`config.mk`:
```
export PLATFORM = sky130hd
export DESIGN_NAME = ucs_irq_ctrl
export DESIGN_NICKNAME = d
export VERILOG_FILES = /design/src/design/ucs_pkg.sv /design/src/design/ucs_irq_ctrl.sv /design/src/design/ucs_chan_start.sv
export SDC_FILE = /design/constraint.sdc
export NUM_CORES = 1
export LEC_CHECK = 0
export BUFFER_PORTS_ARGS = -buffer_cell sky130_fd_sc_hd__clkbuf_2
export CAP_MARGIN = 25
export CORE_AREA = 2 2 58 60
export DETAILED_ROUTE_END_ITERATION = 10
export DIE_AREA = 0 0 60 62
export GPL_TIMING_DRIVEN = 0
export PLACE_DENSITY = 0.73
export SYNTH_ARGS = -nofsm -noshare
export SYNTH_HDL_FRONTEND = slang
export SYNTH_SLANG_ARGS = --single-unit
export TNS_END_PERCENT = 10
```
`constraint.sdc`:
```
create_clock -name clk_in -period 1 [get_ports clk_in]
set_input_delay 0.15 -clock clk_in [delete_from_list [all_inputs] [get_ports clk_in]]
set_output_delay 0.15 -clock clk_in [all_outputs]
set_load 0.02 [all_outputs]
```
`src/design/ucs_pkg.sv`:
```
// Purpose: shared constants and types for the serial channel start and interrupt block
// Assumes: 16-bit register port, word index addressing, one clock domain
// Notes: only the three request flags of the first channel pair are held; other flag bits read zero
package ucs_pkg;

    ////////////////////////////////////////////////////////////////////////////////
    // widths
    localparam int ADDR_W = 4;
    localparam int DATA_W = 16;
    localparam int CHAN_N = 4;

    ////////////////////////////////////////////////////////////////////////////////
    // register indices
    localparam logic [ADDR_W-1:0] ADDR_FLAGS_HIGH_0 = 4'h0;
    localparam logic [ADDR_W-1:0] ADDR_FLAGS_LOW_1 = 4'h1;
    localparam logic [ADDR_W-1:0] ADDR_MASKS_HIGH_0 = 4'h2;
    localparam logic [ADDR_W-1:0] ADDR_MASKS_LOW_1 = 4'h3;
    localparam logic [ADDR_W-1:0] ADDR_START = 4'h4;
    localparam logic [ADDR_W-1:0] ADDR_STOP = 4'h5;
    localparam logic [ADDR_W-1:0] ADDR_CHAN_STATUS = 4'h6;
    localparam logic [ADDR_W-1:0] ADDR_RX_ENABLE = 4'h7;

    ////////////////////////////////////////////////////////////////////////////////
    // field positions
    localparam int RX_DONE_BIT = 7;  // in irq_flags_high_0 / irq_masks_high_0
    localparam int TX_DONE_BIT = 5;  // in irq_flags_high_0 / irq_masks_high_0
    localparam int RX_ERROR_BIT = 0; // in irq_flags_low_1 / irq_masks_low_1
    localparam int STATUS_WAIT_LSB = 4; // wait-state bits sit above the enable bits

    ////////////////////////////////////////////////////////////////////////////////
    // reset values
    localparam logic FLAG_RESET = 1'b0;
    localparam logic MASK_RESET = 1'b1;
    localparam logic [CHAN_N-1:0] ENABLE_RESET = 4'h0;
    localparam logic [DATA_W-1:0] RDATA_RESET = 16'h0000;

    ////////////////////////////////////////////////////////////////////////////////
    // types
    typedef enum logic [1:0] {
        CH_STOPPED = 2'b00,
        CH_WAIT = 2'b01
    } ucs_chan_state_e;

    typedef struct packed {
        logic wr;
        logic rd;
        logic [ADDR_W-1:0] addr;
        logic [DATA_W-1:0] wdata;
    } ucs_bus_req_s;

    typedef struct packed {
        logic rx_done;
        logic tx_done;
        logic rx_error;
    } ucs_events_s;

endpackage

```
`src/design/ucs_irq_ctrl.sv`:
```
// Purpose: request flags, mask bits and start triggers of the first serial channel pair
// Assumes: register port with one-cycle strobes, read data in the next cycle
// Notes: flags are sticky and cleared by writing one; irq_out is high while an unmasked flag is set
// Notes on behaviour
// - flags read zero idle, one when raised
// - mask zero services, mask one blocks
// - start one sets enable, enters wait
// - start zero leaves channel untouched
//
// Design decisions made here: the register addresses and the plain strobed port.
`timescale 1ns/1ps
module ucs_irq_ctrl (
    input wire logic clk_in,
    input wire logic resetn_in,
    input wire logic ce_in,
    input wire logic [ucs_pkg::ADDR_W-1:0] addr_in,
    input wire logic [ucs_pkg::DATA_W-1:0] wdata_in,
    input wire logic wr_in,
    input wire logic rd_in,
    output logic [ucs_pkg::DATA_W-1:0] rdata_out,
    input wire logic rx_done_request_in,
    input wire logic tx_done_request_in,
    input wire logic rx_error_request_in,
    output logic irq_out,
    output logic [ucs_pkg::CHAN_N-1:0] channel_operation_enable_out,
    output logic [ucs_pkg::CHAN_N-1:0] receive_enable_bit_out
);

    ////////////////////////////////////////////////////////////////////////////////
    // bundle the bus and event inputs
    ucs_pkg::ucs_bus_req_s req;
    ucs_pkg::ucs_events_s evt;
    assign req = '{wr: wr_in, rd: rd_in, addr: addr_in, wdata: wdata_in};
    assign evt = '{rx_done: rx_done_request_in, tx_done: tx_done_request_in, rx_error: rx_error_request_in};

    ////////////////////////////////////////////////////////////////////////////////
    // address decode
    wire wr_flags_h = req.wr && (req.addr == ucs_pkg::ADDR_FLAGS_HIGH_0);
    wire wr_flags_l = req.wr && (req.addr == ucs_pkg::ADDR_FLAGS_LOW_1);
    wire wr_masks_h = req.wr && (req.addr == ucs_pkg::ADDR_MASKS_HIGH_0);
    wire wr_masks_l = req.wr && (req.addr == ucs_pkg::ADDR_MASKS_LOW_1);
    wire wr_start = req.wr && (req.addr == ucs_pkg::ADDR_START);
    wire wr_stop = req.wr && (req.addr == ucs_pkg::ADDR_STOP);
    wire wr_rx_en = req.wr && (req.addr == ucs_pkg::ADDR_RX_ENABLE);

    ////////////////////////////////////////////////////////////////////////////////
    // flags and masks
    logic rx_done_flag;
    logic tx_done_flag;
    logic rx_error_flag;
    logic rx_done_mask;
    logic tx_done_mask;
    logic rx_error_mask;
    logic [ucs_pkg::CHAN_N-1:0] receive_enable_bit;

    // write-one clears; a request in the same cycle wins so no event is lost
    wire clr_rx_done = wr_flags_h && req.wdata[ucs_pkg::RX_DONE_BIT];
    wire clr_tx_done = wr_flags_h && req.wdata[ucs_pkg::TX_DONE_BIT];
    wire clr_rx_error = wr_flags_l && req.wdata[ucs_pkg::RX_ERROR_BIT];
    wire next_rx_done_flag = evt.rx_done || (rx_done_flag && !clr_rx_done);
    wire next_tx_done_flag = evt.tx_done || (tx_done_flag && !clr_tx_done);
    wire next_rx_error_flag = evt.rx_error || (rx_error_flag && !clr_rx_error);

    // flag registers
    always_ff @(posedge clk_in or negedge resetn_in) begin
        if (!resetn_in) begin
            rx_done_flag <= ucs_pkg::FLAG_RESET;
            tx_done_flag <= ucs_pkg::FLAG_RESET;
            rx_error_flag <= ucs_pkg::FLAG_RESET;
        end else if (ce_in) begin
            rx_done_flag <= next_rx_done_flag;
            tx_done_flag <= next_tx_done_flag;
            rx_error_flag <= next_rx_error_flag;
        end
    end

    // masks start blocked so nothing fires before software has set up the channel
    always_ff @(posedge clk_in or negedge resetn_in) begin
        if (!resetn_in) begin
            rx_done_mask <= ucs_pkg::MASK_RESET;
            tx_done_mask <= ucs_pkg::MASK_RESET;
            rx_error_mask <= ucs_pkg::MASK_RESET;
        end else if (ce_in) begin
            if (wr_masks_h) begin
                rx_done_mask <= req.wdata[ucs_pkg::RX_DONE_BIT];
                tx_done_mask <= req.wdata[ucs_pkg::TX_DONE_BIT];
            end
            if (wr_masks_l) begin
                rx_error_mask <= req.wdata[ucs_pkg::RX_ERROR_BIT];
            end
        end
    end

    // receive enable bits; the four-clock settle before start is left to software
    always_ff @(posedge clk_in or negedge resetn_in) begin
        if (!resetn_in) begin
            receive_enable_bit <= ucs_pkg::ENABLE_RESET;
        end else if (ce_in && wr_rx_en) begin
            receive_enable_bit <= req.wdata[ucs_pkg::CHAN_N-1:0];
        end
    end
    assign receive_enable_bit_out = receive_enable_bit;

    ////////////////////////////////////////////////////////////////////////////////
    // interrupt output: mask zero lets a flag through, mask one blocks it
    wire serv_rx_done = rx_done_flag && !rx_done_mask;
    wire serv_tx_done = tx_done_flag && !tx_done_mask;
    wire serv_rx_error = rx_error_flag && !rx_error_mask;
    assign irq_out = serv_rx_done || serv_tx_done || serv_rx_error;

    ////////////////////////////////////////////////////////////////////////////////
    // channel start triggers: the write itself is the pulse, nothing is stored
    wire [ucs_pkg::CHAN_N-1:0] channel_start_bit = (wr_start && ce_in) ? req.wdata[ucs_pkg::CHAN_N-1:0] : '0;
    wire [ucs_pkg::CHAN_N-1:0] channel_stop_bit = (wr_stop && ce_in) ? req.wdata[ucs_pkg::CHAN_N-1:0] : '0;
    logic [ucs_pkg::CHAN_N-1:0] channel_operation_enable;
    logic [ucs_pkg::CHAN_N-1:0] channel_waiting;

    // one start/enable slice per channel
    genvar ch;
    generate
        for (ch = 0; ch < ucs_pkg::CHAN_N; ch++) begin : g_chan
            ucs_chan_start ucs_chan_start_inst (
                .clk_in(clk_in),
                .resetn_in(resetn_in),
                .ce_in(ce_in),
                .start_in(channel_start_bit[ch]),
                .stop_in(channel_stop_bit[ch]),
                .enable_out(channel_operation_enable[ch]),
                .waiting_out(channel_waiting[ch])
            );
        end
    endgenerate
    assign channel_operation_enable_out = channel_operation_enable;

    ////////////////////////////////////////////////////////////////////////////////
    // read mux; start and stop read zero, unmapped indices read zero
    wire [ucs_pkg::DATA_W-1:0] rd_flags_h = ucs_pkg::DATA_W'({rx_done_flag, 1'b0, tx_done_flag, 5'h00});
    wire [ucs_pkg::DATA_W-1:0] rd_flags_l = ucs_pkg::DATA_W'(rx_error_flag);
    wire [ucs_pkg::DATA_W-1:0] rd_masks_h = ucs_pkg::DATA_W'({rx_done_mask, 1'b0, tx_done_mask, 5'h00});
    wire [ucs_pkg::DATA_W-1:0] rd_masks_l = ucs_pkg::DATA_W'(rx_error_mask);
    wire [ucs_pkg::DATA_W-1:0] rd_status = ucs_pkg::DATA_W'({channel_waiting, channel_operation_enable});
    wire [ucs_pkg::DATA_W-1:0] rd_rx_en = ucs_pkg::DATA_W'(receive_enable_bit);
    wire [ucs_pkg::DATA_W-1:0] rd_mux =
        (req.addr == ucs_pkg::ADDR_FLAGS_HIGH_0) ? rd_flags_h :
        (req.addr == ucs_pkg::ADDR_FLAGS_LOW_1) ? rd_flags_l :
        (req.addr == ucs_pkg::ADDR_MASKS_HIGH_0) ? rd_masks_h :
        (req.addr == ucs_pkg::ADDR_MASKS_LOW_1) ? rd_masks_l :
        (req.addr == ucs_pkg::ADDR_CHAN_STATUS) ? rd_status :
        (req.addr == ucs_pkg::ADDR_RX_ENABLE) ? rd_rx_en : '0;

    // read data register; stands for the one cycle after the strobe only
    always_ff @(posedge clk_in or negedge resetn_in) begin
        if (!resetn_in) begin
            rdata_out <= ucs_pkg::RDATA_RESET;
        end else if (ce_in) begin
            rdata_out <= req.rd ? rd_mux : ucs_pkg::RDATA_RESET;
        end
    end

    ////////////////////////////////////////////////////////////////////////////////
    // checks
    a_flag_sets_on: assert property (@(posedge clk_in) disable iff (!resetn_in)
        (ce_in && evt.rx_done) |=> (rx_done_flag ##1 (rx_done_flag || $past(clr_rx_done))))
        else $error("receive-complete flag not raised");

    // set must beat clear, otherwise a request arriving during the service write is lost
    a_set_beats_clear: assert property (@(posedge clk_in) disable iff (!resetn_in)
        (ce_in && evt.rx_error && clr_rx_error) |=> rx_error_flag)
        else $error("clear beat a simultaneous error request");

    a_freeze_holds_flags: assert property (@(posedge clk_in) disable iff (!resetn_in)
        !ce_in |=> ($stable(rx_done_flag) && $stable(tx_done_flag) && $stable(rx_error_flag)))
        else $error("flags moved while clock enable low");

    a_flag_clear_zero: assert property (@(posedge clk_in) disable iff (!resetn_in)
        (ce_in && clr_tx_done && !evt.tx_done) |=> !tx_done_flag)
        else $error("transmit-complete flag not cleared");

    a_mask_blocks_irq: assert property (@(posedge clk_in) disable iff (!resetn_in)
        (rx_done_mask && tx_done_mask && rx_error_mask) |-> !irq_out)
        else $error("interrupt with every mask set");

    a_unmask_services: assert property (@(posedge clk_in) disable iff (!resetn_in)
        (rx_error_flag && !rx_error_mask) |-> irq_out)
        else $error("unmasked error flag not serviced");

    a_tx_mask_blocks: assert property (@(posedge clk_in) disable iff (!resetn_in)
        (tx_done_flag && tx_done_mask && !serv_rx_done && !serv_rx_error) |-> !irq_out)
        else $error("masked transmit-complete flag raised interrupt");

    a_rdata_returns_zero: assert property (@(posedge clk_in) disable iff (!resetn_in)
        (ce_in && !req.rd) |=> (rdata_out == ucs_pkg::RDATA_RESET))
        else $error("read data stood without a read strobe");

    a_start_reads_zero: assert property (@(posedge clk_in) disable iff (!resetn_in)
        (ce_in && req.rd && req.addr == ucs_pkg::ADDR_START) |=> (rdata_out == '0))
        else $error("start register read nonzero");

    a_start_enables: assert property (@(posedge clk_in) disable iff (!resetn_in)
        (ce_in && wr_start && req.wdata[0]) |=> channel_operation_enable[0] && channel_waiting[0])
        else $error("channel zero not started");

    a_upper_ignored: assert property (@(posedge clk_in) disable iff (!resetn_in)
        (ce_in && wr_start && req.wdata[ucs_pkg::CHAN_N-1:0] == '0) |=> $stable(channel_operation_enable))
        else $error("zero trigger changed enables");

    c_rx_irq: cover property (@(posedge clk_in) disable iff (!resetn_in)
        evt.rx_done ##1 (irq_out && serv_rx_done));
    c_set_and_clear: cover property (@(posedge clk_in) disable iff (!resetn_in)
        ce_in && clr_rx_error && evt.rx_error);
    c_channel_start: cover property (@(posedge clk_in) disable iff (!resetn_in)
        wr_start ##1 (channel_operation_enable == 4'hf));
    c_freeze_resume: cover property (@(posedge clk_in) disable iff (!resetn_in)
        !ce_in ##1 ce_in);

endmodule

```
`src/design/ucs_chan_start.sv`:
```
// Purpose: one serial channel's operation-enable bit and wait state
// Assumes: start and stop never arrive in the same cycle (separate register indices)
// Notes: state advances only while the clock enable is high
`timescale 1ns/1ps
module ucs_chan_start (
    input wire logic clk_in,
    input wire logic resetn_in,
    input wire logic ce_in,
    input wire logic start_in,
    input wire logic stop_in,
    output logic enable_out,
    output logic waiting_out
);

    ucs_pkg::ucs_chan_state_e state;
    ucs_pkg::ucs_chan_state_e next_state;

    ////////////////////////////////////////////////////////////////////////////////
    // a start pulse enters the wait state; a zero trigger leaves the channel alone
    always_comb begin
        case (state)
            ucs_pkg::CH_STOPPED: next_state = start_in ? ucs_pkg::CH_WAIT : ucs_pkg::CH_STOPPED;
            ucs_pkg::CH_WAIT: next_state = stop_in ? ucs_pkg::CH_STOPPED : ucs_pkg::CH_WAIT;
            default: next_state = ucs_pkg::CH_STOPPED;
        endcase
    end

    // state register
    always_ff @(posedge clk_in or negedge resetn_in) begin
        if (!resetn_in) begin
            state <= ucs_pkg::CH_STOPPED;
        end else if (ce_in) begin
            state <= next_state;
        end
    end

    assign enable_out = (state == ucs_pkg::CH_WAIT);
    assign waiting_out = (state == ucs_pkg::CH_WAIT);

    ////////////////////////////////////////////////////////////////////////////////
    // checks
    a_start_sets_enable: assert property (@(posedge clk_in) disable iff (!resetn_in)
        (ce_in && start_in) |=> (enable_out && waiting_out))
        else $error("start trigger did not enable channel");

    a_idle_holds_enable: assert property (@(posedge clk_in) disable iff (!resetn_in)
        (!start_in && !stop_in) |=> $stable(enable_out))
        else $error("enable changed without trigger");

endmodule

```
==> results.md <==
* Outcome: finished with violations
* Violations in the final reports: negative setup slack
* Slowest stage cell, crit path: dfstp_2
* Root Driver: clkbuf_4
* Hold Vio Cnt, Final at 0
* R2R Path End: rdata_out[0]
* Max Slew Vio Count at 0
* Cells on worst reg2reg path at 4
* Commonest non-fill, non-tap cell in the layout: dfrtp_1
* Crit-path cells: nand2b_4 > o221ai_2 > clkbuf_8
* Worst-Skew Late Latency at 310 ps
* Non-filler cells, final at ~220
* Max-cap viol count at 0
* Number of buffer and inverter stages on the critical path at 1
* Number of routed nets with antenna violations at 0
* Clk slew on worst S/H paths at around 110 ps
* Drt pass-1 iters at 4
* Largest family of logic cells by synthesized area: simple AND/OR/NAND/NOR gates
* Wire length per cell at approximately 14 um
* Total global-route track usage at 0.165
* CP max stage delay at around 560 ps
* Min-Delay Path Class: in2reg
* Synth top area share at 0.378
* Worst Skew at around 4.6 ps
* Global-route wire length before repair at about 4.6 mm
* Startpoint types: flip-flop
* Pwr Density at 1360 nW/um^2
* Clk sink count at 22
* Slew @ Worst Pin at 531 ps
* Vias in the first global route at between 1000 and 1500
* Antenna cells at 0
* Count of cell types in the netlist at 36
* CP Data Required Time at between 800 and 900 ps
* Crit path from: tx_done_mask
* DRC viols at 0
* Reg2reg start: g_chan[0].ucs_chan_start_inst.state[0]
* Die Area at about 3700 um^2
* Initial Utilization at 0.395
* Worst Path Arrival at around 1200 ps
* Port Buffer Count at 33
* Largest net degree at the start of global routing at 23
* DRT iter0 DRCs at 45
* Synth Area in Compound Gates at 0.138
* Total Wirelength at between 2 and 3 mm
* Post-DP HPWL at ~2.2 mm
* Post-Syn Instances at 122
* Die Wd at ~60 um
* CTS Buffer Depth at 2
* Post-Synth XOR/XNOR Area at 0
* Layout cell share with drive strength beyond 1 at 0.427
* Fmax at roughly 0.73 GHz
* Area grow syn2layout at 33.7%
* H-tree lvl count at 1
* Peak VDD IR at ~420 uV
* Via Count at 1086
* Fraction of the mapped netlist area in simple logic gates at 0.184
* Routability congestion estimate from global placement at ~0.9
* Hold slack final at a little under 80 ps
* CTS tree: yes
* Post-DR vias/cell at 5.00
* R2R Setup Slk at -120 ps
* CP max FO at 2
* Synth area leaders: dfrtp_1 38%, buf_4 7.2%, dfstp_2 6.3%, mux2_4 4.8%, nand3_1 4.0%
* Initial antenna violation count at 0
* IO Pins at 53
* Critical Path Stages at 3
* Setup repair after global routing missed its margin: yes
* Final #Nets at 200
* Final Core Density at 0.528
* Critical path capture point: irq_out
* Slew margin rel. at 0.646
* Final Critical Period at ~1400 ps
* Core ar. at between 3000 and 4000 um^2
* Overflow after GRT at 0
* Cell taking the most area after synthesis: dfrtp_1
* #FFs+latches synth at 22
* Seq/Total Area, Yosys at 0.441
* Final Power at around 2300 uW
* Num CTS Buffers at 3
* Most frequent cells in the layout: 19 x dfrtp_1, 17 x clkbuf_2, 14 x buf_4
* Die height at slightly above 60 um
* Placed Cells at around 210
* Final Setup Violations at 21
* Row Count at 21
* Setup crit end kind: output port
* Syn avg cell area at 10.3 um^2
* Final cycle utilization of the critical path at 1.36
* Worst setup path category: reg2out
* Leak at roughly 0.00084 uW
* Synthesized area at 1260 um^2
* Post-synthesis mux area share at 0.0996
* Setup ws final at -363 ps
* Family with the most delay on the worst path: flip-flops
* Syn. warnings at 0
* Adder-cell area share of the yosys netlist at 0
[worst min-delay path by stage]
stage | startpoint | end | slack, ps | cells after the start
after detailed placement | resetn_in | rdata_out[2] | 150 | 1
after global routing | rx_done_request_in | rx_done_flag | 70 | 2
final | rx_error_request_in | rx_error_flag | 80 | 2
after global placement | resetn_in | rdata_out[2] | 150 | 1
after CTS | rx_error_request_in | rx_error_flag | 70 | 2
after floorplan | resetn_in | g_chan[0].ucs_chan_start_inst.state[0] | -150 | 0
[final cells by class]
| type | instances | area [um^2] |
|---|---|---|
| Inverter | 10 | 37.5 |
| Sequential cell | 22 | 554 |
| Multi-Input combinational cell | 77 | 588 |
| Tap cell | 46 | 57.6 |
| Buffer | 19 | 136 |
| Timing Repair Buffer | 39 | 269 |
| Fill cell | 298 | 1500 |
| Clock buffer | 4 | 36.3 |
[what timing repair did]
item | in CTS | in global routing
buffers inserted | 2 | 3
gates resized for setup | 10 | 31
hold endpoints to repair | 19 | 0
endpoints found under the setup margin | 24 | 32
hold buffers | 1 | 0
pin swaps | 2 | 4
[through the flow]
stage	cell area, um^2	worst slack (ps)	TNS (ps)
detailed placement	1510	-380	-5410
global placement	1510	-320	-4710
global route	1680	-399	-2680
CTS	1610	-362	-1570
floorplan	1280	-92.2	-614
finish	1680	-363	-1250
[flip-flops by register name, summed over array words and instances (netlist names)]
signal	count
rdata_out	8
tx_done_flag	1
g_chan.ucs_chan_start_inst.state	4
rx_done_mask	1
tx_done_mask	1
rx_error_flag	1
receive_enable_bit_out	4
rx_done_flag	1
rx_error_mask	1
[synth_stat cells]
master and count:
dfrtp_1 19, buf_4 12, inv_1 10, nand3_1 10, clkbuf_1 5, nand4b_1 5, mux2_2 4, mux2_4 4
o31ai_1 4, o41ai_1 4, a22o_1 3, dfstp_2 3, nand2_1 3, nand2b_1 3, nor2_1 3, o21ai_0 3
a21o_1 2, and3_1 2, and4bb_2 2, buf_2 2, mux2i_1 2, o221ai_1 2, o22ai_1 2, a22oi_1 1
a31oi_1 1, and2_1 1, and2b_1 1, and3b_1 1, and4b_1 1, buf_6 1, conb_1 1, nand3b_1 1
nor2b_1 1, nor3_1 1, nor3b_1 1, o2111ai_1 1
[power by group]
group          internal [uW]  switching [uW]
combinational            370             335
sequential              1000            85.5
clock                    222             263
[kinds of logic (layout without fill, tap and decap cells)]
kind of cell | after synthesis | after routing
AO/OA/AOI/OAI | 23 | 23
buffers and inverters | 30 | 72
flip-flops | 22 | 22
multiplexers | 10 | 10
other | 1 | 8
AND/OR/NAND/NOR | 36 | 36
[metal layers]
metal / up-vias / GRT usage / part of all wire / wire [um]
met2: 47 / 0.276 / 0.48 / 1430
met4: 0 / 0.0762 / 0.027 / 80
li1: 522 / - / - / -
met1: 511 / 0.216 / 0.43 / 1270
met5: - / 0 / 0 / 0
met3: 6 / 0.0186 / 0.056 / 166
[worst reg2reg max path: stages (launching register included)]
cell,delay [ps]
dfrtp_1,430
buf_4,160
a21o_1,170
o2111ai_1,110
o221ai_1,130
Note: power is estimated with default switching activity, not from simulation.
